<file path="src/rtl/brake_pkg.sv">
// Package with register map, field positions and timing constants
package brake_pkg;
    localparam int          CLK_HZ          = 10_000_000;
    localparam int          MS_US           = 1000;
    localparam int          CYC_PER_MS      = CLK_HZ / 1000;
    // Register byte addresses
    localparam logic [7:0]  ADDR_CFG        = 8'h00;
    localparam logic [7:0]  ADDR_DOUT       = 8'h04;
    localparam logic [7:0]  ADDR_OVR        = 8'h08;
    localparam logic [7:0]  ADDR_OVAL       = 8'h0c;
    localparam logic [7:0]  ADDR_DLY0       = 8'h10;
    localparam logic [7:0]  ADDR_DLY1       = 8'h14;
    localparam logic [7:0]  ADDR_DLY2       = 8'h18;
    localparam logic [7:0]  ADDR_DLY3       = 8'h1c;
    localparam logic [7:0]  ADDR_FREQ       = 8'h20;
    localparam logic [7:0]  ADDR_DUTY       = 8'h24;
    localparam logic [7:0]  ADDR_STAT       = 8'h28;
    // Field positions
    localparam int          CFG_AUTO_BIT    = 2;
    localparam int          DOUT_BRAKE_BIT  = 0;
    localparam int          OVR_BRAKE_BIT   = 0;
    // Limits and reset values
    localparam logic [15:0] FREQ_MIN        = 16'h0032;
    localparam logic [15:0] FREQ_MAX        = 16'h4e20;
    localparam logic [15:0] FREQ_RST        = 16'h07d0;
    localparam logic [6:0]  DUTY_MIN        = 7'h02;
    localparam logic [6:0]  DUTY_MAX        = 7'h64;
    localparam logic [6:0]  DUTY_RST        = 7'h64;
    localparam logic [15:0] DLY_RST         = 16'h0000;
    localparam logic [31:0] CLK_HZ_W        = 32'h0098_9680;
    localparam logic [1:0]  RESP_OKAY       = 2'b00;
    localparam logic [1:0]  RESP_SLVERR     = 2'b10;
    localparam logic [1:0]  RESP_DECERR     = 2'b11;

    typedef enum logic [2:0] {
        ST_IDLE    = 3'b000,
        ST_PRE_REL = 3'b001,
        ST_POST_REL= 3'b010,
        ST_RUN     = 3'b011,
        ST_PRE_ENG = 3'b100,
        ST_POST_ENG= 3'b101
    } seq_t;
endpackage

</file>
<file path="src/rtl/holding_brake_sequencer_pwm.sv">
// Holding brake sequencer with PWM output and AXI4-Lite registers
// Functional notes
// - Auto mode: brake engaged unless operation-enabled; act only on entry/exit.
// - Config bit 2 set enables automatic brake sequencing.
// - Config bit 2 clear: brake follows digital-output bit 0.
// - Entry: current on, delay 3, release, delay 4, travel allowed.
// - Exit: standstill, delay 1, engage, delay 2, current off.
// - Released brake output is PWM with configured frequency and duty.
// - Frequency accepted only 50 to 20000 Hz; others refused.
// - Duty accepted only 2 to 100 percent.
// - Duty 100 holds output continuously active.
// - Manual override bit drives brake from manual value word.
//
// Chosen here: the placing of the registers and register access over AXI4-Lite.
`timescale 1ns/100ps
module holding_brake_sequencer_pwm
    import brake_pkg::*;
(
    input  wire logic        clk_sys,
    input  wire logic        sys_rst,
    input  wire logic [31:0] s_axi_awaddr,
    input  wire logic        s_axi_awvalid,
    output logic             s_axi_awready,
    input  wire logic [31:0] s_axi_wdata,
    input  wire logic [3:0]  s_axi_wstrb,
    input  wire logic        s_axi_wvalid,
    output logic             s_axi_wready,
    output logic [1:0]       s_axi_bresp,
    output logic             s_axi_bvalid,
    input  wire logic        s_axi_bready,
    input  wire logic [31:0] s_axi_araddr,
    input  wire logic        s_axi_arvalid,
    output logic             s_axi_arready,
    output logic [31:0]      s_axi_rdata,
    output logic [1:0]       s_axi_rresp,
    output logic             s_axi_rvalid,
    input  wire logic        s_axi_rready,
    input  wire logic        opEnabled,
    input  wire logic        motorStandstill,
    output logic             motorCurrentOn,
    output logic             stopRequest,
    output logic             travelEnable,
    output logic             brakeOut
);
    import brake_pkg::*;

    logic [31:0] cfg_q;
    logic [31:0] dout_q;
    logic [31:0] ovr_q;
    logic [31:0] oval_q;
    logic [15:0] dly_q [4];
    logic [15:0] freq_q;
    logic [6:0]  duty_q;
    logic        refused_q;
    logic        awHeld_q, wHeld_q;
    logic [31:0] awAddr_q, wData_q;
    logic [3:0]  wStrb_q;
    seq_t        state_q;
    logic [15:0] msCnt_q;
    logic [$clog2(CYC_PER_MS)-1:0] tick_q;
    logic        msTick;
    logic        released;
    logic        autoMode;
    logic [31:0] periodCyc_q;
    logic [31:0] highCyc_q;
    logic [31:0] pwmCnt_q;
    logic        pwmLevel;
    logic        srcLevel;
    logic        opEn_s1_q, opEn_s2_q;

    assign autoMode = cfg_q[CFG_AUTO_BIT];

    // Capture write address and data independently, in either order
    assign s_axi_awready = !awHeld_q && !s_axi_bvalid;
    assign s_axi_wready  = !wHeld_q && !s_axi_bvalid;
    always_ff @(posedge clk_sys)
    begin
        if (sys_rst)
        begin
            awHeld_q <= 1'b0;
            wHeld_q  <= 1'b0;
            awAddr_q <= 32'h0;
            wData_q  <= 32'h0;
            wStrb_q  <= 4'h0;
        end
        else if (awHeld_q && wHeld_q)
        begin
            awHeld_q <= 1'b0;
            wHeld_q  <= 1'b0;
        end
        else
        begin
            if (s_axi_awvalid && s_axi_awready)
            begin
                awHeld_q <= 1'b1;
                awAddr_q <= s_axi_awaddr;
            end
            if (s_axi_wvalid && s_axi_wready)
            begin
                wHeld_q <= 1'b1;
                wData_q <= s_axi_wdata;
                wStrb_q <= s_axi_wstrb;
            end
        end
    end

    // Register writes; out-of-range limits are refused and flagged
    always_ff @(posedge clk_sys)
    begin
        if (sys_rst)
        begin
            cfg_q       <= 32'h0;
            dout_q      <= 32'h0;
            ovr_q       <= 32'h0;
            oval_q      <= 32'h0;
            for (int i = 0; i < 4; i++)
                dly_q[i] <= DLY_RST;
            freq_q      <= FREQ_RST;
            duty_q      <= DUTY_RST;
            refused_q   <= 1'b0;
            s_axi_bvalid <= 1'b0;
            s_axi_bresp <= RESP_OKAY;
        end
        else
        begin
            if (s_axi_bvalid && s_axi_bready)
                s_axi_bvalid <= 1'b0;
            if (awHeld_q && wHeld_q)
            begin
                s_axi_bvalid <= 1'b1;
                s_axi_bresp  <= RESP_OKAY;
                // Whole-word writes only; partial strobes leave the register
                if (wStrb_q == 4'hf)
                begin
                    unique case (awAddr_q[7:0])
                        ADDR_CFG:  cfg_q  <= wData_q;
                        ADDR_DOUT: dout_q <= wData_q;
                        ADDR_OVR:  ovr_q  <= wData_q;
                        ADDR_OVAL: oval_q <= wData_q;
                        ADDR_DLY0: dly_q[0] <= wData_q[15:0];
                        ADDR_DLY1: dly_q[1] <= wData_q[15:0];
                        ADDR_DLY2: dly_q[2] <= wData_q[15:0];
                        ADDR_DLY3: dly_q[3] <= wData_q[15:0];
                        ADDR_FREQ:
                        begin
                            if (wData_q[31:16] == 16'h0
                                && wData_q[15:0] >= FREQ_MIN
                                && wData_q[15:0] <= FREQ_MAX)
                                freq_q <= wData_q[15:0];
                            else
                            begin
                                refused_q   <= 1'b1;
                                s_axi_bresp <= RESP_SLVERR;
                            end
                        end
                        ADDR_DUTY:
                        begin
                            if (wData_q[31:7] == 25'h0
                                && wData_q[6:0] >= DUTY_MIN
                                && wData_q[6:0] <= DUTY_MAX)
                                duty_q <= wData_q[6:0];
                            else
                            begin
                                refused_q   <= 1'b1;
                                s_axi_bresp <= RESP_SLVERR;
                            end
                        end
                        ADDR_STAT: refused_q <= 1'b0;      // Write clears
                        default:   s_axi_bresp <= RESP_DECERR;
                    endcase
                end
            end
        end
    end

    // Read channel, one cycle latency
    assign s_axi_arready = !s_axi_rvalid;
    always_ff @(posedge clk_sys)
    begin
        if (sys_rst)
        begin
            s_axi_rvalid <= 1'b0;
            s_axi_rdata  <= 32'h0;
            s_axi_rresp  <= RESP_OKAY;
        end
        else if (s_axi_rvalid)
        begin
            if (s_axi_rready)
                s_axi_rvalid <= 1'b0;
        end
        else if (s_axi_arvalid)
        begin
            s_axi_rvalid <= 1'b1;
            s_axi_rresp  <= RESP_OKAY;
            unique case (s_axi_araddr[7:0])
                ADDR_CFG:  s_axi_rdata <= cfg_q;
                ADDR_DOUT: s_axi_rdata <= dout_q;
                ADDR_OVR:  s_axi_rdata <= ovr_q;
                ADDR_OVAL: s_axi_rdata <= oval_q;
                ADDR_DLY0: s_axi_rdata <= {16'h0, dly_q[0]};
                ADDR_DLY1: s_axi_rdata <= {16'h0, dly_q[1]};
                ADDR_DLY2: s_axi_rdata <= {16'h0, dly_q[2]};
                ADDR_DLY3: s_axi_rdata <= {16'h0, dly_q[3]};
                ADDR_FREQ: s_axi_rdata <= {16'h0, freq_q};
                ADDR_DUTY: s_axi_rdata <= {25'h0, duty_q};
                ADDR_STAT: s_axi_rdata <= {27'h0, released, state_q,
                                           refused_q};
                default:
                begin
                    s_axi_rdata <= 32'h0;
                    s_axi_rresp <= RESP_DECERR;
                end
            endcase
        end
    end

    // Operation-enabled comes from another block; synchronise it
    always_ff @(posedge clk_sys)
    begin
        if (sys_rst)
        begin
            opEn_s1_q <= 1'b0;
            opEn_s2_q <= 1'b0;
        end
        else
        begin
            opEn_s1_q <= opEnabled;
            opEn_s2_q <= opEn_s1_q;
        end
    end

    // Free-running millisecond time base
    assign msTick = (tick_q == ($clog2(CYC_PER_MS))'(CYC_PER_MS - 1));
    always_ff @(posedge clk_sys)
    begin
        if (sys_rst || msTick)
            tick_q <= '0;
        else
            tick_q <= tick_q + 1'b1;
    end

    // Brake sequence; counter restarts on entry to each timed step
    always_ff @(posedge clk_sys)
    begin
        if (sys_rst || !autoMode)
        begin
            state_q <= ST_IDLE;
            msCnt_q <= 16'h0;
        end
        else
        begin
            unique case (state_q)
                ST_IDLE:
                    if (opEn_s2_q)
                    begin
                        state_q <= ST_PRE_REL;
                        msCnt_q <= 16'h0;
                    end
                ST_PRE_REL:
                    if (msCnt_q >= dly_q[2])
                    begin
                        state_q <= ST_POST_REL;
                        msCnt_q <= 16'h0;
                    end
                    else if (msTick)
                        msCnt_q <= msCnt_q + 16'h1;
                ST_POST_REL:
                    if (msCnt_q >= dly_q[3])
                        state_q <= ST_RUN;
                    else if (msTick)
                        msCnt_q <= msCnt_q + 16'h1;
                ST_RUN:
                    if (!opEn_s2_q && motorStandstill)
                    begin
                        state_q <= ST_PRE_ENG;
                        msCnt_q <= 16'h0;
                    end
                ST_PRE_ENG:
                    if (msCnt_q >= dly_q[0])
                    begin
                        state_q <= ST_POST_ENG;
                        msCnt_q <= 16'h0;
                    end
                    else if (msTick)
                        msCnt_q <= msCnt_q + 16'h1;
                ST_POST_ENG:
                    if (msCnt_q >= dly_q[1])
                        state_q <= ST_IDLE;
                    else if (msTick)
                        msCnt_q <= msCnt_q + 16'h1;
                default: state_q <= ST_IDLE;
            endcase
        end
    end

    // Released only between the two inner steps of the sequence
    assign released = (state_q == ST_POST_REL) || (state_q == ST_RUN)
                   || (state_q == ST_PRE_ENG);

    // PWM period and high time from frequency and duty
    always_ff @(posedge clk_sys)
    begin
        if (sys_rst)
        begin
            periodCyc_q <= 32'h1;
            highCyc_q   <= 32'h1;
            pwmCnt_q    <= 32'h0;
        end
        else
        begin
            periodCyc_q <= CLK_HZ_W / {16'h0, freq_q};
            highCyc_q   <= (periodCyc_q * {25'h0, duty_q}) / 32'd100;
            if (pwmCnt_q + 32'h1 >= periodCyc_q)
                pwmCnt_q <= 32'h0;
            else
                pwmCnt_q <= pwmCnt_q + 32'h1;
        end
    end
    assign pwmLevel = (duty_q == DUTY_MAX)
                   || (pwmCnt_q < highCyc_q);

    // Select source: override, auto sequence or manual output bit
    always_comb
    begin
        if (autoMode)
            srcLevel = released && pwmLevel;
        else
            srcLevel = dout_q[DOUT_BRAKE_BIT] && pwmLevel;
        if (ovr_q[OVR_BRAKE_BIT])
            srcLevel = oval_q[OVR_BRAKE_BIT];
    end

    // Registered outputs toward brake and drive state machine
    always_ff @(posedge clk_sys)
    begin
        if (sys_rst)
        begin
            brakeOut       <= 1'b0;
            motorCurrentOn <= 1'b0;
            travelEnable   <= 1'b0;
            stopRequest    <= 1'b0;
        end
        else
        begin
            brakeOut       <= srcLevel;
            motorCurrentOn <= !autoMode ? opEn_s2_q
                              : (state_q != ST_IDLE);
            travelEnable   <= !autoMode ? opEn_s2_q
                              : (state_q == ST_RUN && opEn_s2_q);
            stopRequest    <= autoMode && state_q == ST_RUN && !opEn_s2_q;
        end
    end
endmodule

</file>
<file path="config.mk">
export PLATFORM = sky130hd
export DESIGN_NAME = holding_brake_sequencer_pwm
export DESIGN_NICKNAME = d
export VERILOG_FILES = /design/src/rtl/brake_pkg.sv /design/src/rtl/holding_brake_sequencer_pwm.sv
export SDC_FILE = /design/constraint.sdc
export NUM_CORES = 2
export LEC_CHECK = 0
export BUFFER_PORTS_ARGS = -buffer_cell sky130_fd_sc_hd__buf_2
export CAP_MARGIN = 20
export CORE_AREA = 5 5 361 363
export CTS_CLUSTER_SIZE = 12
export DETAILED_ROUTE_END_ITERATION = 8
export DIE_AREA = 0 0 366 368
export HOLD_SLACK_MARGIN = 0.15
export PLACE_DENSITY_LB_ADDON = 0.05
export RECOVER_POWER = 100
export SETUP_SLACK_MARGIN = 0.1
export SLEW_MARGIN = 20
export SYNTH_ARGS = -nofsm -noshare
export SYNTH_HDL_FRONTEND = slang
export SYNTH_SLANG_ARGS = --single-unit
export TNS_END_PERCENT = 5
</file>
<file path="constraint.sdc">
create_clock -name clk_sys -period 198.1 [get_ports clk_sys]
set_clock_uncertainty 0.1 [all_clocks]
set_input_delay 19.81 -clock clk_sys [delete_from_list [all_inputs] [get_ports clk_sys]]
set_output_delay 19.81 -clock clk_sys [all_outputs]
set_load 0.02 [all_outputs]
</file>
==> parameters.txt <==
Parameter                              Value

Floorplanning
  Die span in y ... 368 um
  Die span in x ... 366 um
  Site row count ... between 100 and 150
  Initial cell density of the core ... 42.5%
  Die outline area ... about 0.13 mm2
  Area of the core region ... ~0.13 mm2
  I/O pins ... 154

Yosys
  Sequential area share after synthesis ... 17.1%
  Compound-Gate Fraction of Synth Area ... ~27%
  Gate count of the mapped netlist ... approximately 7,200
  Synth Area in Adders ... approximately 17%
  Dominant combinational cell family by area after synthesis ... compound AO/OA/AOI/OAI gates
  Post-synthesis instance area ... around 0.054 mm2
  Cell types with the largest area share after synthesis ... dfxtp_1 14%, ha_1 12%, nand2_1 6.4%, a21oi_1 5.6%, fa_1 4.9%
  Share of synthesized cell area in and, or, nand and nor gates ... around a quarter
  Average cell area after synthesis ... about 7.5 um2
  Post-Syn Nets ... between 7,000 and 8,000
  Biggest area consumer among synthesized cells ... dfxtp_1
  Synth warn ... 0
  Number of synthesized flops with an enable pin ... 64
  Commonest register cell after synthesis ... dfxtp_1
  Count of different cell masters after synthesis ... about 150
  Share of cell area taken by muxes after synthesis ... under 10%
  XOR/XNOR share of the synthesized area ... under 10%
  Share of synthesized flip-flops with an asynchronous set or reset ... 0%
  Register bit total from synthesis ... between 400 and 500
  Share of the synthesized area in the top cell type ... 13.5%

Setup path
  Maximum cell stage delay along the critical path ... approximately 1.6 ns
  Critical path peak fanout ... 38
  Arrival time reported for the critical path endpoint ... 116.59 ns
  Critical path launch point type ... register
  Worst setup slack for register-to-register paths ... 81.88 ns
  Type of the worst setup path ... register to register
  Nature of the critical path endpoint ... register
  Worst EP required ... approximately 200 ns
  Crit-path most repeated cell ... o21ai_0
  Highest-delay cell along the critical path ... clkbuf_1

Timing
  Endpoints failing hold ... 0
  Setup Viol. Count Final ... 0
  Max-slew headroom ... -497%
  Max Freq ... between 8 and 9 MHz
  Crit share post-route ... approximately three fifths
  Final sum of negative setup slack ... 0 ns
  Max Transition Viols Final ... roughly 450
  Hold WS ... 0.346 ns
  Slew @ Worst Pin ... 8.95 ns
  Time the final worst path needs with I/O delays and setup ... between 100 and 150 ns
  RSZ-0062 raised after global routing ... false

Layout
  Nets ... between 7,000 and 8,000
  Relative area change from synthesis to final layout ... 6.22%
  Most common library cell in the layout ignoring fill and taps ... nand2_1
  Commonest cells after routing, fill and taps aside ... 921 x nand2_1, 618 x nor2_1, 603 x a21oi_1, 523 x ha_1, 440 x inv_1
  Ratio of cells with drive above 1 in the final layout ... under 10%
  Core occupancy in the finished layout ... around 45%

Detailed routing
  DRC viols ... 0
  Routed vias/inst ... between 5 and 6
  Number of nets with antenna violations after detailed routing ... 0
  Number of vias after detailed routing ... about 51,000
  Per-cell routed wire length ... 18.3 um
  Iter 0 DRT Violations ... between 3,000 and 4,000
  Total wirelength of the detailed-routed design ... 161 mm
  TritonRoute pass-1 iters ... 6

Clock tree
  Number of buffers on the longest clock path ... 3
  Number of hold buffers added after cts ... 0
  CTS tree ... built
  Root Driver ... clkbuf_16
  Post CTS Setup Buffer Count ... 0
  Num CTS Buffers ... 48
  Clock transition at the registers of the reported paths ... ~0.060 ns
  H-Tree Level Count ... 2
  Worst-skew pair later-pin latency ... about 0.62 ns
  Clock Sinks ... approximately 430
  Count of cells resized by post-cts repair ... 0

Placement
  Sum of net half-perimeters after detailed placement ... ~120 mm
  Port-buffer cells ... about 110
  Weighted congestion reported at the end of routability-driven placement ... between 0.8 and 0.9

Global routing
  Vias in the first global route ... slightly below 50,000
  Busiest layer in global routing ... met2
  Initial antenna violation count ... 1
  Global routing usage on met1 ... 30.8%
  GR met2 Demand/Resource ... around 40%
  Final global-route overflow total ... 0
  Maximum number of pins on one net before global-route repair ... 195
  Global-route wire length before repair ... roughly 260 mm
  Met3 track utilization from global routing ... under 10%
  Gr usage total ... between 20% and 30%

Outcome
  Failing checks ... capacitance limit, slew limit
  Run status ... complete, but fails checks

Run
  Count of max-cap constraint violations ... 9

Min path
  Worst hold path class ... register to register
-- synth_stat cells, types with 46 or more instances --
master,instances
nand2_1,921
nor2_1,627
a21oi_1,604
ha_1,523
inv_1,441
dfxtp_1,364
o21ai_0,345
clkbuf_1,254
xnor2_1,214
a21o_1,211
and2_1,179
nand2b_1,175
nor3_1,168
nand3_1,147
o21a_1,135
fa_1,132
mux2_2,124
xor2_1,117
nor2b_1,98
o31ai_1,80
a31oi_1,66
mux2i_1,65
edfxtp_1,64
a211oi_1,60
nand4_1,58
a21boi_0,53
o211ai_1,50
and3_1,46
-- metal layers --
layer	wire, um	part of all wire [%]
met5	0	0
met4	3750	2.3
met3	5700	3.5
met2	75300	47
met1	76000	47
-- metrics by stage --
step | area, um2 | cells | setup WS [ns]
CTS | 57500 | 8793 | 92.56
finish | 57200 | 8795 | 81.88
floorplan | 53900 | 7175 | 103.66
global route | 57200 | 8793 | 70.07
detailed placement | 56000 | 8713 | 93.30
global placement | 55900 | 8712 | 94.35
-- critical path, delay by kind of cell, from the launching register on --
family                   cells  cell delay, ns
buffers and inverters       24           11.99
flip-flops                   1            0.40
adder cells (fa/ha/maj)     31           10.50
multiplexers                 7            2.22
AND/OR/NAND/NOR            125           25.92
AO/OA/AOI/OAI              329           64.65
-- worst paths after layout --
check,startpoint,endpoint,depth (start not counted)
worst max register to register,freq_q[0],periodCyc_q[0],516
worst max-delay path,freq_q[0],periodCyc_q[0],516
worst min register to register,opEn_s1_q,opEn_s2_q,1
worst min-delay path,opEn_s1_q,opEn_s2_q,1
-- area by class of cell --
cell class,instances,area (um2)
Clock buffer,61,1310
Sequential cell,428,9210
Timing Repair Buffer,195,1070
Fill cell,13000,69500
Multi-Input combinational cell,5987,41700
Antenna cell,2,5.00
Clock inverter,19,198
Inverter,441,1660
Tap cell,1662,2080
-- registers in the layout, summed over array words and instances, names as in the netlist, 32 cells and up --
register and cells:
dout_q 32, ovr_q 32, cfg_q 32, periodCyc_q 32
oval_q 32, pwmCnt_q 32, wData_q 32, s_axi_rdata 32
dly_q 64
-- kinds of logic (layout without fill, tap and decap cells) --
| family | Yosys count | count (layout) |
|---|---|---|
| AOI/OAI and AO/OA | 2133 | 2133 |
| muxes | 198 | 198 |
| xor gates and xnor gates | 336 | 336 |
| other | 0 | 2 |
| adders and majority gates | 659 | 659 |
| buffers and inverters | 760 | 716 |
| and+or+nand+nor | 2661 | 2661 |
| DFF | 428 | 428 |
Power is left out: the tool's default activity adds up to more than one toggle a clock period on the data nets, which glitch-free logic cannot reach.
